===== src/hw/tmc_pkg.sv =====
package tmc_pkg;

  // Register byte offsets on the APB slave
  localparam logic [7:0] OFS_CTRL0      = 8'h00;
  localparam logic [7:0] OFS_CTRL1      = 8'h04;
  localparam logic [7:0] OFS_COUNT_LOW  = 8'h08;
  localparam logic [7:0] OFS_COUNT_HIGH = 8'h0C;
  localparam logic [7:0] OFS_CMPA_LOW   = 8'h10;
  localparam logic [7:0] OFS_CMPA_HIGH  = 8'h14;
  localparam logic [7:0] OFS_INT_STATUS = 8'h18;
  localparam logic [7:0] OFS_INT_CLEAR  = 8'h1C;
  localparam logic [7:0] OFS_INT_ENABLE = 8'h20;
  localparam logic [7:0] OFS_PIN_SHARE  = 8'h24;

  // Reset values
  localparam logic [7:0] RST_BYTE = 8'h00;
  localparam logic [9:0] RST_WORD = 10'h000;

  // Interrupt status bit positions
  localparam int INT_MATCH_A = 0;
  localparam int INT_MATCH_P = 1;
  localparam int INT_CAPTURE = 2;
  localparam int INT_W       = 3;

  // Pin-share bit positions
  localparam int PIN_EXT_CLK = 0;
  localparam int PIN_CAPTURE = 1;
  localparam int PIN_OUT     = 2;
  localparam int PIN_OUT_INV = 3;
  localparam int PIN_W       = 4;

  // Prescaler terminal counts
  localparam logic [1:0] SYS_DIV4_LAST = 2'h3;
  localparam logic [5:0] HI_DIV16_LAST = 6'h0F;
  localparam logic [5:0] HI_DIV64_LAST = 6'h3F;

  // Counter clock sources
  typedef enum logic [2:0] {
    CK_SYS_DIV4, CK_SYS, CK_HI_DIV16, CK_HI_DIV64,
    CK_LOW_A, CK_LOW_B, CK_EXT_RISE, CK_EXT_FALL
  } tmc_clk_sel_e;

  // Operating modes
  typedef enum logic [1:0] {
    MODE_COMPARE, MODE_CAPTURE, MODE_PWM, MODE_TIMER
  } tmc_mode_e;

  // First control register layout
  typedef struct packed {
    logic         pause;
    tmc_clk_sel_e clock_select_field;
    logic         counter_on_bit;
    logic [2:0]   period_compare_value;
  } tmc_ctrl0_s;

  // Second control register layout
  typedef struct packed {
    tmc_mode_e mode;
    logic      pin_function_sel_hi;
    logic      pin_function_sel_lo;
    logic      out_init;
    logic      out_pol;
    logic      dpx;
    logic      clear_on_a;
  } tmc_ctrl1_s;

endpackage


===== src/hw/tmc_core.sv =====
`timescale 1ns/1ps
// Behaviour
// (RL1) Compare match interrupts, may clear and drive output
// (RL2) Three-bit field picks counter clock source
// (RL3) Separate interrupt sources for comparators A, P
// (RL4) External pin used only when selected, edge chosen
// (RL5) Each active external edge advances the counter
// (RL6) Capture edge rising, falling or both selectable
// (RL7) Compare mode sets, clears or toggles outputs
// (RL8) PWM waveform appears on primary output pin
// (RL9) Per-pin select bit enables timer function
// (RL10) Low bytes only via shared buffer
// (RL11) Compare low write loads only buffer
// (RL12) Compare high write copies buffer to low
// (RL13) High read latches low byte into buffer
// (RL14) Low read returns buffer contents
// (RL15) Software writes low first, reads high first
// (RL16) Ten-bit up-counter on selected source
// (RL17) P compares top three bits, A all ten
// (RL18) Counter cleared by on-bit rise, overflow, match
// (RL19) Increment once per synchronised active source edge; the low-clock input counts unsynchronised, every cycle it is high
module tmc_core #(
  parameter int ADDR_W = 8  // APB address width
) (
  input  wire logic              clock,
  input  wire logic              rst_n,
  input  wire logic              ce,
  input  wire logic              psel,
  input  wire logic              penable,
  input  wire logic              pwrite,
  input  wire logic [ADDR_W-1:0] paddr,
  input  wire logic [31:0]       pwdata,
  output logic      [31:0]       prdata,
  output logic                   pready,
  output logic                   pslverr,
  input  wire logic              internal_high_clock,
  input  wire logic              internal_low_clock,
  input  wire logic              timer_ext_clock_pin,
  input  wire logic              capture_input_pin,
  output logic                   timer_output_pin,
  output logic                   timer_output_pin_oe,
  output logic                   timer_output_inv_pin,
  output logic                   timer_output_inv_pin_oe,
  output logic                   irq
);

  tmc_pkg::tmc_ctrl0_s          ctrl0_reg;      // Clock, on, pause, period
  tmc_pkg::tmc_ctrl1_s          ctrl1_reg;      // Mode, edge/action, polarity
  logic [9:0]                   count_reg;      // Main up-counter
  logic [9:0]                   cmp_a_reg;      // Comparator A value
  logic [7:0]                   buf_reg;        // Shared low-byte buffer
  logic                         on_d_reg;       // Delayed on bit for edge
  logic [1:0]                   sys_div_reg;    // System clock divide by four
  logic [5:0]                   hi_div_reg;     // High clock prescaler
  logic                         out_reg;        // Timer output state
  logic [tmc_pkg::INT_W-1:0]    status_reg;     // Sticky events
  logic [tmc_pkg::INT_W-1:0]    enable_reg;     // Interrupt enables
  logic [tmc_pkg::PIN_W-1:0]    pin_share_reg;  // Pin function selects
  logic [31:0]                  prdata_next;    // Read data for next cycle
  logic                         tick;           // Counter advance strobe
  logic                         on_rise;        // Counter-on low-to-high
  logic                         run;            // Counting permitted
  logic [10:0]                  inc;            // Count plus one, with carry
  logic                         a_hit;          // Comparator A match
  logic                         p_hit;          // Comparator P match or overflow
  logic                         clr_hit;        // Match that clears counter
  logic                         cap_hit;        // Selected capture edge seen
  logic                         setup;          // APB setup phase
  logic                         access;         // APB access phase
  logic                         wr;             // Write taking effect
  logic                         rd;             // Read taking effect
  logic [1:0]                   pin_rise;       // Synchronised rising edges
  logic [1:0]                   pin_fall;       // Synchronised falling edges
  logic [1:0]                   pins;           // Raw pins, ext clock then capture

  // Mapped address check
  function automatic logic is_mapped(input logic [ADDR_W-1:0] a);
    is_mapped = (a == ADDR_W'(tmc_pkg::OFS_CTRL0)) || (a == ADDR_W'(tmc_pkg::OFS_CTRL1))
             || (a == ADDR_W'(tmc_pkg::OFS_COUNT_LOW)) || (a == ADDR_W'(tmc_pkg::OFS_COUNT_HIGH))
             || (a == ADDR_W'(tmc_pkg::OFS_CMPA_LOW)) || (a == ADDR_W'(tmc_pkg::OFS_CMPA_HIGH))
             || (a == ADDR_W'(tmc_pkg::OFS_INT_STATUS)) || (a == ADDR_W'(tmc_pkg::OFS_INT_CLEAR))
             || (a == ADDR_W'(tmc_pkg::OFS_INT_ENABLE)) || (a == ADDR_W'(tmc_pkg::OFS_PIN_SHARE));
  endfunction

  // Capture edge decode from the two function bits
  function automatic logic cap_edge(input logic [1:0] sel, input logic r, input logic f);
    unique case (sel)
      2'h0:    cap_edge = r;
      2'h1:    cap_edge = f;
      2'h2:    cap_edge = r | f;
      default: cap_edge = 1'b0;
    endcase
  endfunction

  assign pins   = {capture_input_pin, timer_ext_clock_pin};
  assign setup  = psel & ~penable;
  assign access = psel & penable & pready;
  assign wr     = ce & access & pwrite;
  assign rd     = ce & access & ~pwrite;

  // Both outside pins pass the same three-flop synchroniser
  generate
    for (genvar g = 0; g < 2; g++) begin : g_sync
      tmc_sync u_sync (
        .clock (clock),
        .rst_n (rst_n),
        .ce    (ce),
        .pin   (pins[g]),
        .rise  (pin_rise[g]),
        .fall  (pin_fall[g])
      );
    end
  endgenerate

  // Clock source selection; pin edges count only when the pin is shared in
  always_comb begin
    unique case (ctrl0_reg.clock_select_field)  // [RL2]
      tmc_pkg::CK_SYS_DIV4: tick = (sys_div_reg == tmc_pkg::SYS_DIV4_LAST);
      tmc_pkg::CK_SYS:      tick = 1'b1;
      tmc_pkg::CK_HI_DIV16: tick = internal_high_clock
                                   && (hi_div_reg[3:0] == tmc_pkg::HI_DIV16_LAST[3:0]);
      tmc_pkg::CK_HI_DIV64: tick = internal_high_clock && (hi_div_reg == tmc_pkg::HI_DIV64_LAST);
      tmc_pkg::CK_LOW_A,
      tmc_pkg::CK_LOW_B:    tick = internal_low_clock;
      tmc_pkg::CK_EXT_RISE: tick = pin_share_reg[tmc_pkg::PIN_EXT_CLK] & pin_rise[0]; // [RL4] [RL5]
      tmc_pkg::CK_EXT_FALL: tick = pin_share_reg[tmc_pkg::PIN_EXT_CLK] & pin_fall[0]; // [RL4] [RL5]
    endcase
  end

  // Prescalers run freely so a source switch needs no resync
  always_ff @(posedge clock) begin
    if (!rst_n) begin
      sys_div_reg <= 2'h0;
      hi_div_reg  <= 6'h00;
    end else if (ce) begin
      sys_div_reg <= sys_div_reg + 2'h1;
      if (internal_high_clock) begin
        hi_div_reg <= hi_div_reg + 6'h01;
      end
    end
  end

  // Match detection looks at the value the counter is about to take
  assign inc     = {1'b0, count_reg} + 11'h001;
  assign p_hit   = (ctrl0_reg.period_compare_value == 3'h0) ? inc[10]
                 : (inc[9:7] == ctrl0_reg.period_compare_value) && (inc[6:0] == 7'h00); // [RL17]
  assign a_hit   = !inc[10] && (inc[9:0] == cmp_a_reg);                               // [RL17]
  assign clr_hit = ctrl1_reg.clear_on_a ? a_hit : p_hit;
  assign on_rise = ctrl0_reg.counter_on_bit & ~on_d_reg;
  assign run     = ctrl0_reg.counter_on_bit & ~ctrl0_reg.pause & tick;
  assign cap_hit = (ctrl1_reg.mode == tmc_pkg::MODE_CAPTURE) && pin_share_reg[tmc_pkg::PIN_CAPTURE]
                 && cap_edge({ctrl1_reg.pin_function_sel_hi, ctrl1_reg.pin_function_sel_lo},
                             pin_rise[1], pin_fall[1]);                               // [RL6]

  // Ten-bit up-counter
  always_ff @(posedge clock) begin
    if (!rst_n) begin
      count_reg <= tmc_pkg::RST_WORD;
      on_d_reg  <= 1'b0;
    end else if (ce) begin
      on_d_reg <= ctrl0_reg.counter_on_bit;
      if (on_rise) begin
        count_reg <= tmc_pkg::RST_WORD;       // [RL18]
      end else if (run) begin
        if (clr_hit) begin
          count_reg <= tmc_pkg::RST_WORD;     // [RL18] [RL1]
        end else begin
          count_reg <= inc[9:0];              // [RL16] [RL19]
        end
      end
    end
  end

  // Control registers
  always_ff @(posedge clock) begin
    if (!rst_n) begin
      ctrl0_reg     <= tmc_pkg::tmc_ctrl0_s'(tmc_pkg::RST_BYTE);
      ctrl1_reg     <= tmc_pkg::tmc_ctrl1_s'(tmc_pkg::RST_BYTE);
      enable_reg    <= '0;
      pin_share_reg <= '0;
    end else if (wr) begin
      if (paddr == ADDR_W'(tmc_pkg::OFS_CTRL0)) begin
        ctrl0_reg <= tmc_pkg::tmc_ctrl0_s'(pwdata[7:0]);
      end
      if (paddr == ADDR_W'(tmc_pkg::OFS_CTRL1)) begin
        ctrl1_reg <= tmc_pkg::tmc_ctrl1_s'(pwdata[7:0]);
      end
      if (paddr == ADDR_W'(tmc_pkg::OFS_INT_ENABLE)) begin
        enable_reg <= pwdata[tmc_pkg::INT_W-1:0];
      end
      if (paddr == ADDR_W'(tmc_pkg::OFS_PIN_SHARE)) begin
        pin_share_reg <= pwdata[tmc_pkg::PIN_W-1:0];
      end
    end
  end

  // Comparator A and the shared low-byte buffer
  always_ff @(posedge clock) begin
    if (!rst_n) begin
      cmp_a_reg <= tmc_pkg::RST_WORD;
      buf_reg   <= tmc_pkg::RST_BYTE;
    end else if (ce) begin
      if (wr && paddr == ADDR_W'(tmc_pkg::OFS_CMPA_LOW)) begin
        buf_reg <= pwdata[7:0];                     // [RL10] [RL11]
      end else if (wr && paddr == ADDR_W'(tmc_pkg::OFS_CMPA_HIGH)) begin
        cmp_a_reg <= {pwdata[1:0], buf_reg};        // [RL10] [RL12]
      end else if (rd && paddr == ADDR_W'(tmc_pkg::OFS_COUNT_HIGH)) begin
        buf_reg <= count_reg[7:0];                  // [RL13]
      end else if (rd && paddr == ADDR_W'(tmc_pkg::OFS_CMPA_HIGH)) begin
        buf_reg <= cmp_a_reg[7:0];                  // [RL13]
      end else if (cap_hit) begin
        // Capture loses to a comparator A write or a high-byte read in the same cycle; rare, and software owns it
        cmp_a_reg <= count_reg;
      end
    end
  end

  // Output state: initial level on start, match actions, PWM duty
  always_ff @(posedge clock) begin
    if (!rst_n) begin
      out_reg <= 1'b0;
    end else if (ce) begin
      if (on_rise) begin
        out_reg <= ctrl1_reg.out_init;
      end else if (ctrl1_reg.mode == tmc_pkg::MODE_COMPARE) begin
        if (run && a_hit) begin
          unique case ({ctrl1_reg.pin_function_sel_hi, ctrl1_reg.pin_function_sel_lo}) // [RL7]
            2'h0: out_reg <= out_reg;
            2'h1: out_reg <= 1'b0;
            2'h2: out_reg <= 1'b1;
            2'h3: out_reg <= ~out_reg;
          endcase
        end
      end else if (ctrl1_reg.mode == tmc_pkg::MODE_PWM) begin
        unique case ({ctrl1_reg.pin_function_sel_hi, ctrl1_reg.pin_function_sel_lo})
          2'h0: out_reg <= 1'b0;
          2'h1: out_reg <= 1'b1;
          default: out_reg <= ctrl0_reg.counter_on_bit && (count_reg < cmp_a_reg); // [RL8]
        endcase
      end
    end
  end

  // Pins carry the timer function only when their select bit is set
  always_ff @(posedge clock) begin
    if (!rst_n) begin
      timer_output_pin        <= 1'b0;
      timer_output_pin_oe     <= 1'b0;
      timer_output_inv_pin    <= 1'b0;
      timer_output_inv_pin_oe <= 1'b0;
    end else if (ce) begin
      timer_output_pin_oe     <= pin_share_reg[tmc_pkg::PIN_OUT];                    // [RL9]
      timer_output_inv_pin_oe <= pin_share_reg[tmc_pkg::PIN_OUT_INV];                // [RL9]
      timer_output_pin        <= pin_share_reg[tmc_pkg::PIN_OUT]
                                 & (out_reg ^ ctrl1_reg.out_pol);                    // [RL8]
      timer_output_inv_pin    <= pin_share_reg[tmc_pkg::PIN_OUT_INV]
                                 & ~(out_reg ^ ctrl1_reg.out_pol);
    end
  end

  // Sticky events; a new event wins over a clear in the same cycle
  always_ff @(posedge clock) begin
    if (!rst_n) begin
      status_reg <= '0;
    end else if (ce) begin
      status_reg <= (status_reg & ~((wr && paddr == ADDR_W'(tmc_pkg::OFS_INT_CLEAR))
                                    ? pwdata[tmc_pkg::INT_W-1:0] : '0))
                  | {cap_hit, run & p_hit, run & a_hit};                             // [RL3] [RL1]
    end
  end

  // Level interrupt from enabled sticky bits
  always_ff @(posedge clock) begin
    if (!rst_n) begin
      irq <= 1'b0;
    end else if (ce) begin
      irq <= |(status_reg & enable_reg);                                             // [RL1]
    end
  end

  // Read data mux; low bytes come from the buffer, never live
  always_comb begin
    prdata_next = 32'h0000_0000;
    unique case (paddr)
      ADDR_W'(tmc_pkg::OFS_CTRL0):      prdata_next[7:0] = ctrl0_reg;
      ADDR_W'(tmc_pkg::OFS_CTRL1):      prdata_next[7:0] = ctrl1_reg;
      ADDR_W'(tmc_pkg::OFS_COUNT_LOW):  prdata_next[7:0] = buf_reg;                  // [RL14]
      ADDR_W'(tmc_pkg::OFS_CMPA_LOW):   prdata_next[7:0] = buf_reg;                  // [RL14]
      ADDR_W'(tmc_pkg::OFS_COUNT_HIGH): prdata_next[1:0] = count_reg[9:8];           // [RL10]
      ADDR_W'(tmc_pkg::OFS_CMPA_HIGH):  prdata_next[1:0] = cmp_a_reg[9:8];           // [RL10]
      ADDR_W'(tmc_pkg::OFS_INT_STATUS): prdata_next[tmc_pkg::INT_W-1:0] = status_reg;
      ADDR_W'(tmc_pkg::OFS_INT_ENABLE): prdata_next[tmc_pkg::INT_W-1:0] = enable_reg;
      ADDR_W'(tmc_pkg::OFS_PIN_SHARE):  prdata_next[tmc_pkg::PIN_W-1:0] = pin_share_reg;
      default:                          prdata_next = 32'h0000_0000;
    endcase
  end

  // APB answer registered in setup, so every access takes one wait-free phase
  always_ff @(posedge clock) begin
    if (!rst_n) begin
      prdata  <= 32'h0000_0000;
      pready  <= 1'b0;
      pslverr <= 1'b0;
    end else if (ce) begin
      pready  <= setup;
      pslverr <= setup & ~is_mapped(paddr);
      if (setup && !pwrite) begin
        prdata <= prdata_next;
      end
    end
  end
endmodule


===== src/hw/tmc_sync.sv =====
`timescale 1ns/1ps
// Three-stage pin synchroniser with agreed edge pulses
module tmc_sync (
  input  wire logic clock,
  input  wire logic rst_n,
  input  wire logic ce,
  input  wire logic pin,
  output logic      rise,
  output logic      fall
);

  logic s1_reg;  // Metastability catcher, read only by s2
  logic s2_reg;  // Second stage
  logic s3_reg;  // Third stage, compared with the second
  logic lvl_reg; // Level that stages two and three last agreed on
  logic agree;   // Stages two and three hold the same value

  // Shift the pin through three flops
  always_ff @(posedge clock) begin
    if (!rst_n) begin
      s1_reg <= 1'b0;
      s2_reg <= 1'b0;
      s3_reg <= 1'b0;
      lvl_reg <= 1'b0;
    end else if (ce) begin
      s1_reg <= pin;
      s2_reg <= s1_reg;
      s3_reg <= s2_reg;
      // Only an agreed level moves the reference, so a one-cycle glitch is ignored
      if (agree) begin
        lvl_reg <= s3_reg;
      end
    end
  end

  // A change counts once stages two and three agree on it
  assign agree = (s2_reg == s3_reg);
  assign rise  = agree & s3_reg & ~lvl_reg;
  assign fall  = agree & ~s3_reg & lvl_reg;

endmodule


===== config.mk =====
export PLATFORM = sky130hd
export DESIGN_NAME = tmc_core
export DESIGN_NICKNAME = d
export VERILOG_FILES = /design/src/hw/tmc_pkg.sv /design/src/hw/tmc_core.sv /design/src/hw/tmc_sync.sv
export SDC_FILE = /design/constraint.sdc
export NUM_CORES = 1
export LEC_CHECK = 0
export ABC_AREA = 1
export BUFFER_PORTS_ARGS = -buffer_cell sky130_fd_sc_hd__buf_2
export CELL_PAD_IN_SITES_DETAIL_PLACEMENT = 0
export CELL_PAD_IN_SITES_GLOBAL_PLACEMENT = 1
export CORE_ASPECT_RATIO = 0.6
export CORE_MARGIN = 2
export CORE_UTILIZATION = 30
export CTS_BUF_LIST = sky130_fd_sc_hd__clkbuf_4 sky130_fd_sc_hd__clkbuf_8
export DETAILED_ROUTE_END_ITERATION = 12
export PLACE_DENSITY_LB_ADDON = 0.12
export SLEW_MARGIN = 20
export SYNTH_ARGS = -nofsm -noshare
export SYNTH_HDL_FRONTEND = slang
export SYNTH_SLANG_ARGS = --single-unit

===== constraint.sdc =====
create_clock -name clock -period 6.3 [get_ports clock]
set_clock_uncertainty 0.15 [all_clocks]
set_input_delay 1.26 -clock clock [delete_from_list [all_inputs] [get_ports clock]]
set_output_delay 1.26 -clock clock [all_outputs]
set_load 0.02 [all_outputs]

# After elaboration in Yosys (flattened, before gate mapping)
# Cells that the tools add are included.
dict set report word_totals {
  regBits 87
  out_inout_bits 39
  inputBits 50
  word_cells 192
}
dict set report classes {
  add_sub_neg 3
  reduce_logical 50
  bitwise_logic 42
  eq_ne 33
  n_lt_le_gt_ge 1
  n_mux 26
}
# cell n
set ops {}
lappend ops {{two-way mux 10 bit} 7}
lappend ops {{equality test 8 x 5 -> 1 bit (second input constant)} 4}
lappend ops {{two-way mux 8 bit} 4}
lappend ops {{bitwise AND 1 bit} 24}
lappend ops {{AND reduction 2 bit} 9}
lappend ops {{equality test 8 x 4 -> 1 bit (second input constant)} 2}
lappend ops {{equality test 8 x 6 -> 1 bit (second input constant)} 2}
lappend ops {{case mux 2 bit (8 select lines)} 1}
lappend ops {{logical AND 1 bit} 14}
lappend ops {{equality test 3 bit (second input constant)} 4}
lappend ops {{NOT 1 bit} 12}
lappend ops {{case mux 4 bit (3 select lines)} 1}
lappend ops {{adder 10 x 1 -> 11 bit (second input constant)} 1}
lappend ops {{equality test 10 bit} 1}
lappend ops {{less-than comparator 10 bit} 1}
lappend ops {{logical OR 1 bit} 9}
lappend ops {{equality test 2 bit (second input constant)} 4}
lappend ops {{equality test 8 x 3 -> 1 bit (second input constant)} 1}
lappend ops {{logical NOT 8 bit} 1}
lappend ops {{logical NOT 7 bit} 1}
lappend ops {{case mux 1 bit (7 select lines)} 1}
lappend ops {{adder 6 x 1 -> 6 bit (second input constant)} 1}
lappend ops {{bitwise AND 3 bit} 2}
lappend ops {{equality test 3 x 2 -> 1 bit (second input constant)} 2}
lappend ops {{other kinds (30)} 46}

# Longest topological paths before layout
# Gate-level depths: netlist of the first run.
dict set report depth {
  ltp_word 12
  ltp_mapped 17
  depth_no_buf 17
}

# Hierarchy
# A second synthesis of the first run with hierarchy kept.
dict set report unflattened {
  cells_unflattened 778
  hier_area_um2 5276.3
}
# module n_inst cells_each seq_area_each_um2 area_per_inst_um2
set by_module_without_submodules {}
lappend by_module_without_submodules {tmc_core 1 726 1581.5 4901.0}
lappend by_module_without_submodules {tmc_sync 2 26 80.1 187.7}

# Worst setup path before layout of the first run
# No wires, ideal clock.
dict set report synth_timing {
  kind {input to register}
  start {in paddr[7]}
  end {reg buf_reg[1]}
  arrival_ns 2.443
  path_stages 9
  t_required_ns 6.034
  path_buffers 1
  path_slack_ns 3.591
  setup_time_ns 0.116
  path_cell_list {nor2_1 > nand3_1 > nor2_2 > nand2_2 > clkbuf_1 > o211ai_1 > o211ai_1 > o211ai_1 > inv_1}
}
dict set report synth_via {
  elab_chain_cells 5
  elab_cells_between_ends 13
  cone_classes {eq/ne: 4; mux: 3; reduce/logical: 6}
}
# element line
set synth_rtl {}
lappend synth_rtl {{start, declared} tmc_core.sv:31} ;# input wire logic [ADDR_W-1:0] paddr,
lappend synth_rtl {{equality test 8 x 4 -> 1 bit} tmc_core.sv:207} ;# end else if (rd && paddr == ADDR_W'(tmc_pkg::OFS_COUNT_HIGH)) begin
lappend synth_rtl {{logical AND 1 bit} tmc_core.sv:207}
lappend synth_rtl {{two-way mux 8 bit} tmc_core.sv:207}
lappend synth_rtl {{two-way mux 8 bit} tmc_core.sv:205} ;# end else if (wr && paddr == ADDR_W'(tmc_pkg::OFS_CMPA_HIGH)) begin
lappend synth_rtl {{two-way mux 8 bit} tmc_core.sv:203} ;# if (wr && paddr == ADDR_W'(tmc_pkg::OFS_CMPA_LOW)) begin
lappend synth_rtl {{end signal, assigned} tmc_core.sv:204} ;# buf_reg <= pwdata[7:0];
lappend synth_rtl {{end signal, assigned} tmc_core.sv:208} ;# buf_reg <= count_reg[7:0];
lappend synth_rtl {{end signal, assigned} tmc_core.sv:210} ;# buf_reg <= cmp_a_reg[7:0];
lappend synth_rtl {{end, declared} tmc_core.sv:51} ;# logic [7:0] buf_reg;
# Parallel ways exist; a longest one is shown, timed or not. The select of a mux whose other input is x is not followed.
# A chain may end at the register's enable or synchronous reset.

# Final worst setup path of the first run
dict set report layout_timing {
  start {in ce}
  end {reg buf_reg[7]}
}
dict set report layout_via {
  elab_chain_cells 6
  elab_cells_between_ends 13
  cone_classes {eq/ne: 1; mux: 3; bitwise: 3; reduce/logical: 6}
}
# element line
set layout_rtl {}
lappend layout_rtl {{start, declared} tmc_core.sv:27} ;# input wire logic ce,
lappend layout_rtl {{bitwise AND 1 bit} {tmc_core.sv:98, tmc_core.sv:99}}
lappend layout_rtl {{bitwise AND 1 bit} tmc_core.sv:99} ;# assign rd = ce & access & ~pwrite;
lappend layout_rtl {{logical AND 1 bit} tmc_core.sv:207}
lappend layout_rtl {{two-way mux 8 bit} tmc_core.sv:207}
lappend layout_rtl {{two-way mux 8 bit} tmc_core.sv:205}
lappend layout_rtl {{two-way mux 8 bit} tmc_core.sv:203}
# Parallel ways exist; a longest one is shown, timed or not. The select of a mux whose other input is x is not followed.

==> results of run 1 <==
cell usage after synthesis (all sizes together):
master / n / area (um^2)
nand2: 162 / 628.1
inv: 94 / 352.8
dfxtp: 87 / 1742
a21oi: 79 / 395.4
o21ai: 78 / 390.4
nor2: 65 / 269.0
nand3: 51 / 260.3
buf: 31 / 225.2
o211ai: 21 / 157.7
ha: 18 / 225.2
clkbuf: 10 / 37.54
nor3: 8 / 61.31
nand4: 5 / 31.28
a22oi: 4 / 30.03
nor4: 4 / 40.04
o221ai: 3 / 26.28
nor3b: 2 / 15.01
xnor2: 2 / 17.52
a211oi: 1 / 7.510
a221oi: 1 / 8.760
a2bb2oi: 1 / 8.760
a31oi: 1 / 6.260
a41oi: 1 / 8.760
and2: 1 / 6.260
and3: 1 / 6.260
clkinv: 1 / 3.750
conb: 1 / 3.750
o21a: 1 / 7.510
o22ai: 1 / 6.260
o31ai: 1 / 7.510
or2: 1 / 6.260
routing by layer:
| metal | wire, um | GRT usage, % | up-vias |
|---|---|---|---|
| met3 | 1057 | 3.158 | 6 |
| met4 | 65 | 3.053 | 0 |
| met2 | 6241 | 24.26 | 158 |
| met1 | 9193 | 31.95 | 2292 |
| li1 | - | - | 2479 |
| met5 | 0 | 0 | - |
power by group through the flow:
stage	registers, W	clock network [W]	logic, W
2_1_floorplan	0.000574	0	0.0000561
3_3_place_gp	0.000574	0	0.0000708
3_5_place_dp	0.000574	0	0.0000724
4_1_cts	0.000561	0.000447	0.0000725
5_1_grt	0.000562	0.000467	0.0000811
6_report	0.000561	0.000434	0.0000725
worst reg2reg max path, cell delays in order, from the launching register on:
cell	delay, ns
dfxtp_1	0.49
ha_1	0.31
nand2_2	0.15
nor2_1	0.32
nand2_1	0.13
nand2_1	0.15
nand2_1	0.08
nor2_1	0.19
nand4_1	0.14
nand3_1	0.10
nand2_2	0.20
nand3_1	0.14
a21oi_1	0.07
worst min path at each step:
stage | from | end | cells after the start | slack (ns)
2_1_floorplan | hi_div_reg[5] | hi_div_reg[5] | 2 | 0.29
3_3_place_gp | timer_output_inv_pin_oe | timer_output_inv_pin_oe | 2 | 0.30
3_5_place_dp | timer_output_inv_pin_oe | timer_output_inv_pin_oe | 2 | 0.30
4_1_cts | timer_output_inv_pin_oe | timer_output_inv_pin_oe | 2 | 0.31
5_1_grt | pslverr | pslverr | 2 | 0.33
6_report | timer_output_inv_pin_oe | timer_output_inv_pin_oe | 2 | 0.31
cells in the final DEF, fill, tap and decap left out, drive strengths merged, types with 2 or more instances in the layout:
master  synthesis  routed
conb            1      24
o221ai          3       3
a21oi          79      79
nand4           5       5
o21ai          78      78
dfxtp          87      87
nor4            4       4
buf            31      43
a22oi           4       4
nor3            8       8
ha             18      18
nor2           65      65
xnor2           2       2
o211ai         21      21
clkbuf         10      12
nand2         162     162
nand3          51      51
clkinv          1       3
nor3b           2       2
inv            94      95
area by class of cell:
class | instances | area share (%)
clock buffers | 12 | 2.869
clock inverters | 4 | 0.9487
inverters | 95 | 6.438
multi-input cells | 537 | 49.13
flip-flops and latches | 87 | 31.44
well taps | 228 | 5.150
repair buffers | 43 | 4.021
stage by stage:
step | util, % | hold WS (ns) | std cells | setup WS (ns) | power [W]
CTS | 34.06 | 0.3137 | 1006 | 2.800 | 0.001081
detailed placement | 32.76 | 0.3000 | 990 | 2.396 | 0.0006463
floorplan | - | 0.2892 | 760 | 3.591 | 0.0006303
global placement | 32.74 | 0.2983 | 990 | 2.457 | 0.0006443
finish | 34.06 | 0.3128 | 1006 | 2.727 | 0.001068
global route | 34.06 | 0.3349 | 1006 | 2.532 | 0.001110
cell families after synthesis:
logic type | synth area share (%)
fa+ha+maj | 4.511
other cells | 0.07512
xor+xnor | 0.3509
simple gates | 26.52
flops | 34.89
compound gates | 21.25
buf+inv | 12.41
==> flow_metrics.tcl, run 1 <==
set metrics [dict create \
    fmax_mhz 279.9 \
    grt.overflow.total 0 \
    grt_pass1_vias 4425 \
    cts_setup_buffers 0 \
    multi_input_comb_area_um2 2721 \
    path_depth 12 \
    crit_start "ce" \
    drv_cap 0 \
    worst_slew_pin_slew_ns 1.108 \
    routabilityCongestion 0.8830 \
    fin_crit_ns 3.573 \
    cpLargestDelayFamily "simple AND/OR/NAND/NOR gates" \
    nets 841 \
    grt_pass1_wl_um 25480 \
    start_util_pct 30.70 \
    cp_slowest_cell "nor2_2" \
    placed_cell_area_um2 5328 \
    synth-seq-cells 87 \
    grt_max_degree 34 \
    drt_wl_total_um 16560 \
    drv_slew 0 \
    rows 36 \
    crit_path_cell_trace "buf_2 > nand2_2 > nor3_4 > nand2_4 > nor2_2 > a21oi_1 > inv_2 > a21oi_1 > inv_2 > o211ai_1 > o211ai_1 > inv_1" \
    syn_to_final_growth_pct 10.95 \
    port_buffers 40 \
    max-slew-margin-rel_pct 25.70 \
    coreArea_um2 16260 \
    ant_nets 0 \
    peakVddDrop_uv 82.47 \
    critPathMaxStageDelay_ns 0.56 \
    fillers 1773 \
    crit_type "in2reg" \
    cp-endpoint "buf_reg[7]" \
    ios 89 \
    setup_tns_ns 0 \
    clkSinkCount 87 \
    die-area_um2 17720 \
    drt-initial-drc-count 397 \
    p_comb_share_pct 6.8 \
    post-route-period-util_pct 56.71 \
    outcome "finished clean" \
    rsz0062_at_grt "no" \
    path_max_fanout 23 \
    worst_setup_path_start_kind "input port" \
    end_kind "flop" \
    p_int_w 0.0007861 \
    viasPerCell 4.906 \
    drc 0 \
    cts-root-buf "clkbuf_8" \
    gr-usage-all-layers_pct 18.91 \
    synthCells 737 \
    arrival_ns 3.69 \
    cp_num_buf_inv 4 \
    finalSetupViolCount 0 \
    finalInstanceArea_um2 5539 \
    htree_levels 3 \
    clk_pin_slew_ns 0.09 \
    switching_share_pct 26.36 \
    drive_above_1_share_pct 10.67 \
    min_path_type "reg2reg" \
    postSynthAreaPerCell_um2 6.774 \
    cts_made_buffers 9 \
    r2r_cells 12 \
    p_leak_nw 2.351 \
    crit_required_ns 6.42 \
    cts-hold-fix-buffers 0 \
    power_density_nw_per_um2 192.7 \
    cts_buffer_depth 2 \
    yosys_warnings 0 \
    synth_seq_area_share_pct 34.89 \
    synth_cell_types 44 \
    syn_area_um2 4992 \
    r2r_start "count_reg[1]" \
    switchingPower_w 0.0002814 \
    regArea_um2 1742 \
    r2r_end "count_reg[8]" \
    power.share.clock_pct 40.6 \
    vias 4935 \
    post_cts_resized 0 \
    wl_per_cell_um 16.46 \
    cts_tree "yes" \
    clock_latency_ns 0.37 \
    fp.dieH_um 103.9 \
    antenna_found_initial 0 \
    drt_pass1_iterations 5 \
    diodes 0 \
    pwr-share-seq_pct 52.6 \
    hold_viol 0 \
    die_w_um 170.5 \
    dp_hpwl_um 12300 \
    rrSetupSlack_ns 3.56 \
]
(Power assumes the default switching activity.)
==> run 2: changes to the inputs <==
--- a/config.mk
+++ b/config.mk
@@ -5,7 +5,7 @@
 export SDC_FILE = /design/constraint.sdc
 export NUM_CORES = 1
 export LEC_CHECK = 0
-export ABC_AREA = 1
+export ABC_AREA = 0
 export BUFFER_PORTS_ARGS = -buffer_cell sky130_fd_sc_hd__buf_2
 export CELL_PAD_IN_SITES_DETAIL_PLACEMENT = 0
 export CELL_PAD_IN_SITES_GLOBAL_PLACEMENT = 1
==> constraint.sdc (replaced) <==
create_clock -name clock -period 3.1 [get_ports clock]
set_clock_uncertainty 0.15 [all_clocks]
set_input_delay 0.62 -clock clock [delete_from_list [all_inputs] [get_ports clock]]
set_output_delay 0.62 -clock clock [all_outputs]
set_load 0.02 [all_outputs]
==> flow_metrics.tcl, run 2 <==
set metrics [dict create \
    clk_pin_slew_ns 0.10 \
    synth_edf_count 0 \
    vias 5003 \
    p_comb_share_pct 6.9 \
    cts-root-buf "clkbuf_8" \
    synth-seq-cells 87 \
    worst_setup_path_start_kind "flop" \
    cp_common_cell "nand3_1" \
    grt.overflow.total 0 \
    finalSetupViolCount 0 \
    dp_cells 927 \
    post_cts_resized 0 \
    grt_pass1_wl_um 27350 \
    netlist.area_leader.share_pct 31.39 \
    viasPerCell 5.305 \
    synth_cell_types 74 \
    drv_slew 0 \
    worst_slack_ns 0.2169 \
    yosys-top-cells-count "dfxtp_1 (87), nand2_1 (77), nand3_1 (57), a21boi_0 (29)" \
    drive_above_1_share_pct 15.36 \
    rsz0062_at_grt "no" \
    syn_to_final_growth_pct 11.25 \
    min_path_type "reg2reg" \
    cts-hold-fix-buffers 0 \
    drc 0 \
    routabilityCongestion 0.8111 \
    post-route-period-util_pct 93.00 \
    yosysTopAreaCell "dfxtp_1" \
    grt_max_degree 52 \
    crit_type "reg2reg" \
    syn_area_um2 5549 \
    ant_nets 0 \
    drt-initial-drc-count 378 \
    end_kind "flop" \
    cp_slowest_cell "dfxtp_1" \
    setup_tns_ns 0 \
    dp_hpwl_um 13300 \
    peakVddDrop_uv 160.4 \
    cts_buffer_depth 2 \
    start_util_pct 30.63 \
    power.share.clock_pct 42.2 \
    clock_latency_ns 0.39 \
    worst_slew_pin_slew_ns 0.9146 \
    pwr-share-seq_pct 50.8 \
    power_density_nw_per_um2 362.5 \
    cts_setup_buffers 0 \
    synth_seq_area_share_pct 31.39 \
    drv_cap 0 \
    synthFlopType "dfxtp_1" \
    synth_most_common_cell "dfxtp_1" \
    p_leak_nw 2.349 \
    gr-usage-all-layers_pct 18.26 \
    path_max_fanout 10 \
    fin_crit_ns 2.883 \
    wl_per_cell_um 18.45 \
    rows 38 \
    outcome "finished clean" \
    final_common_cell "dfxtp_1" \
    switchingPower_w 0.0005935 \
    crit_required_ns 3.27 \
    critPathMaxStageDelay_ns 0.57 \
    die-area_um2 19640 \
    arrival_ns 3.06 \
    dp_worst_setup_slack_ns 0.2749 \
    diodes 0 \
    most-common-layout-cells "dfxtp_1 (87), nand2_1 (77), nand3_1 (57), buf_2 (40), a21boi_0 (29)" \
    hold_viol 0 \
    switching_share_pct 26.52 \
    ios 89 \
    async_flop_share_pct 0 \
    synthCells 665 \
    grt_pass1_vias 4647 \
    postSynthAreaPerCell_um2 8.344 \
    port_buffers 40 \
    htree_levels 3 \
    fmax_mhz 346.8 \
    crit_path_cell_trace "and4_1 > nand3_1 > o31ai_2 > nand3_1 > o41ai_1 > mux2i_1" \
    drt_wl_total_um 17400 \
    layout.cells.non_filler 943 \
    clkSinkCount 87 \
    cts_tree "yes" \
    coreArea_um2 18110 \
    yosys_warnings 0 \
    antenna_found_initial 0 \
    nets 766 \
    fp.dieH_um 109.3 \
    cts_made_buffers 9 \
    drt_pass1_iterations 5 \
    fillers 1960 \
    synthTopCellsByArea "dfxtp_1 (31%), nand2_1 (5.2%), nand3_1 (5.1%), mux2i_1 (4.1%), ha_1 (4.1%)" \
    die_w_um 179.6 \
    p_int_w 0.001644 \
    max-slew-margin-rel_pct 38.90 \
]
==> run 2: cell count changes after synthesis, moves of 17 or more <==
| cell | previous run | this run |
|---|---|---|
| o211ai_1 | 21 | 4 |
| a21boi_0 | 0 | 29 |
| inv_1 | 91 | 21 |
| nor2b_1 | 0 | 28 |
| a21oi_1 | 79 | 22 |
| mux2i_1 | 0 | 23 |
| nand2_1 | 156 | 77 |
| o21ai_0 | 76 | 19 |
| nor2_1 | 57 | 23 |
==> run 2: worst paths after layout <==
kind                                            from              endpoint  slack, ns  cells after the start
worst max-delay path                    count_reg[2]               out_reg       0.22                      6
worst min-delay path            timer_output_inv_pin  timer_output_inv_pin       0.34                      2
worst max register to register          count_reg[2]               out_reg       0.22                      6
worst min register to register  timer_output_inv_pin  timer_output_inv_pin       0.34                      2
==> run 2: kinds of logic after synthesis <==
group                      count (synthesis)  share of synthesized area (%)
AOI/OAI and AO/OA                        152                          21.15
adders and majority gates                 18                          4.059
DFF                                       87                          31.39
muxes                                     23                          4.149
and+or+nand+nor                          278                          27.67
other                                      1                        0.06758
xor gates and xnor gates                  18                          2.841
buffers and inverters                     88                          8.681
==> run 2: critical path, delay by kind of cell (launching register included) <==
kind,cells,cell delay (ns)
mux,1,0.22
flops,1,0.57
simple gates,3,0.98
compound gates,2,0.91
==> run 2: layer usage <==
layer	GRT usage (%)	vias to the layer above	share of wire [%]
met5	0	-	0
met4	4.123	0	1.1
met3	3.942	19	6.1
met2	23.18	171	37
met1	29.81	2390	56
li1	-	2423	-
==> run 2: final cells by class <==
| cell class | count | area (um^2) | area share [%] |
|---|---|---|---|
| Clock buffer | 9 | 123.9 | 2.006 |
| Clock inverter | 7 | 103.9 | 1.682 |
| Inverter | 21 | 78.83 | 1.277 |
| Multi-Input combinational cell | 513 | 3417 | 55.35 |
| Sequential cell | 87 | 1742 | 28.21 |
| Tap cell | 240 | 300.3 | 4.864 |
| Timing Repair Buffer | 66 | 407.9 | 6.607 |
==> run 2: per-stage QoR <==
step	power [W]	cell area, um^2	hold WS (ns)	util, %
after floorplan	0.001284	5635	0.2936	-
after global placement	0.001316	5946	0.3059	32.82
after detailed placement	0.001319	5946	0.3270	32.82
after CTS	0.002276	6173	0.3194	34.08
after global routing	0.002340	6173	0.3108	34.08
final	0.002238	6173	0.3390	34.08
==> run 2: power by group through the flow <==
stage	combinational, W	clock, W	sequential (W)
after floorplan	0.000116	0	0.00117
after global placement	0.000153	0	0.00116
after detailed placement	0.000156	0	0.00116
after CTS	0.000156	0.000982	0.00114
after global routing	0.000170	0.00103	0.00114
final	0.000155	0.000945	0.00114
==> run 3: changes to the inputs <==
--- a/config.mk
+++ b/config.mk
@@ -9,7 +9,6 @@
 export BUFFER_PORTS_ARGS = -buffer_cell sky130_fd_sc_hd__buf_2
 export CELL_PAD_IN_SITES_DETAIL_PLACEMENT = 0
 export CELL_PAD_IN_SITES_GLOBAL_PLACEMENT = 1
-export CORE_ASPECT_RATIO = 0.6
 export CORE_MARGIN = 2
 export CORE_UTILIZATION = 30
 export CTS_BUF_LIST = sky130_fd_sc_hd__clkbuf_4 sky130_fd_sc_hd__clkbuf_8
==> flow_metrics.tcl, run 3 (same netlist as run 2, synthesis figures left out) <==
set metrics [dict create \
    placed_cell_area_um2 5897 \
    most-common-layout-cells "dfxtp_1 (87), nand2_1 (77), nand3_1 (57), buf_2 (40), a21boi_0 (29)" \
    crit_type "reg2reg" \
    grt_max_degree 48 \
    peakVddDrop_uv 155.0 \
    finalInstanceArea_um2 6095 \
    top_usage_layer "met2" \
    final_common_cell "dfxtp_1" \
    grt_util_met3_pct 2.838 \
    p_leak_nw 2.317 \
    dp_hpwl_um 12570 \
    die_w_um 140.0 \
    drt_wl_total_um 17080 \
    power_density_nw_per_um2 346.7 \
    finalSetupViolCount 0 \
    drt-initial-drc-count 433 \
    cts_tree "yes" \
    gr-usage-all-layers_pct 17.45 \
    clk_pin_slew_ns 0.11 \
    rows 49 \
    path_max_fanout 10 \
    r2r_cells 10 \
    worst_setup_path_start_kind "flop" \
    grt_pass1_wl_um 26860 \
    drv_cap 0 \
    rrSetupSlack_ns 0.32 \
    power.share.clock_pct 38.7 \
    drt_pass1_iterations 11 \
    worst_slew_pin_slew_ns 1.011 \
    cts_buffer_depth 2 \
    cts-hold-fix-buffers 0 \
    hold-path-endpoint "pslverr" \
    die-area_um2 19600 \
    wl_per_cell_um 18.38 \
    use_met2_pct 28.26 \
    grt.overflow.total 0 \
    fp.dieH_um 140.0 \
    min-delay-start "pslverr" \
    r2r_start "count_reg[1]" \
    setup_tns_ns 0 \
    rsz0062_at_grt "no" \
    fmax_mhz 359.5 \
    switchingPower_w 0.0006167 \
    clock_latency_ns 0.39 \
    fin_crit_ns 2.782 \
    end_kind "flop" \
    min_path_type "reg2reg" \
    start_util_pct 30.68 \
    r2r_end "count_reg[8]" \
    port_buffers 40 \
    routabilityCongestion 0.8084 \
    pwr-share-seq_pct 53.9 \
    grtUsageMet1_pct 23.66 \
    hold_viol 0 \
    max-slew-margin-rel_pct 32.44 \
    cts_made_buffers 9 \
    drive_above_1_share_pct 15.00 \
    p_comb_share_pct 7.4 \
    switching_share_pct 29.18 \
    drv_slew 0 \
    p_int_w 0.001496 \
    holdPathStages 2 \
    drc 10 \
    vias 4901 \
    diodes 0 \
    ios 89 \
    nets 763 \
    cts_setup_buffers 0 \
    post-route-period-util_pct 89.73 \
    syn_to_final_growth_pct 9.831 \
    arrival_ns 2.89 \
    ant_nets 0 \
    outcome "finished, violations left" \
    antenna_found_initial 0 \
    coreArea_um2 18090 \
    grt_pass1_vias 4693 \
    htree_levels 3 \
    clkSinkCount 87 \
    viasPerCell 5.276 \
    post_cts_resized 0 \
    violations "design-rule violations" \
    cts-root-buf "clkbuf_8" \
    crit_required_ns 3.21 \
]
run 3: how the worst max path moves through the flow:
stage                            start      endpoint  slack (ns)  cells after the start
2_1_floorplan                 paddr[4]  cmp_a_reg[7]        0.53                      8
3_3_place_gp       internal_high_clock  count_reg[3]        0.33                      9
3_5_place_dp       internal_high_clock  count_reg[3]        0.26                      9
4_1_cts        g_sync[0].u_sync.s3_reg  count_reg[8]        0.31                      9
5_1_grt        g_sync[0].u_sync.s3_reg  count_reg[6]        0.11                      9
6_report                  count_reg[1]  count_reg[8]        0.32                     10
run 3: layout make-up:
cell class	count	area (um^2)
clock inverters	7	73.82
fillers	1901	11990
multi-input cells	513	3417
flip-flops and latches	87	1742
repair buffers	63	372.9
clock buffers	9	123.9
well taps	229	286.5
inverters	21	78.83
run 3: metrics by stage:
stage	setup WS, ns	cells	total power, W	hold WS, ns	utilization, %
floorplan	0.5334	688	0.001284	0.2936	-
global placement	0.3305	913	0.001318	0.3033	32.60
detailed placement	0.2591	913	0.001322	0.3194	32.60
CTS	0.3114	929	0.002156	0.3156	33.70
global route	0.1084	929	0.002218	0.3326	33.70
finish	0.3182	929	0.002113	0.3323	33.70
run 3: layer usage:
layer,part of all wire [%],vias to the layer above
met1,48,2338
met2,46,131
met3,4.3,16
met5,0,-
li1,-,2416
met4,1.4,0
run 3: power by group through the flow:
| stage | combinational (W) | clock (W) | sequential [W] |
|---|---|---|---|
| final | 0.000157 | 0.000818 | 0.00114 |
| after floorplan | 0.000116 | 0 | 0.00117 |
| after CTS | 0.000158 | 0.000859 | 0.00114 |
| after global placement | 0.000155 | 0 | 0.00116 |
| after global routing | 0.000171 | 0.000906 | 0.00114 |
| after detailed placement | 0.000157 | 0 | 0.00116 |
run 3: critical path: stages, from the launching register on:
cell      delay [ns]
dfxtp_1         0.40
ha_1            0.26
buf_4           0.18
nor2b_1         0.14
nor3_1          0.20
nand4_1         0.23
nor4b_4         0.42
a311oi_4        0.14
buf_4           0.22
a41oi_1         0.22
mux2i_1         0.10
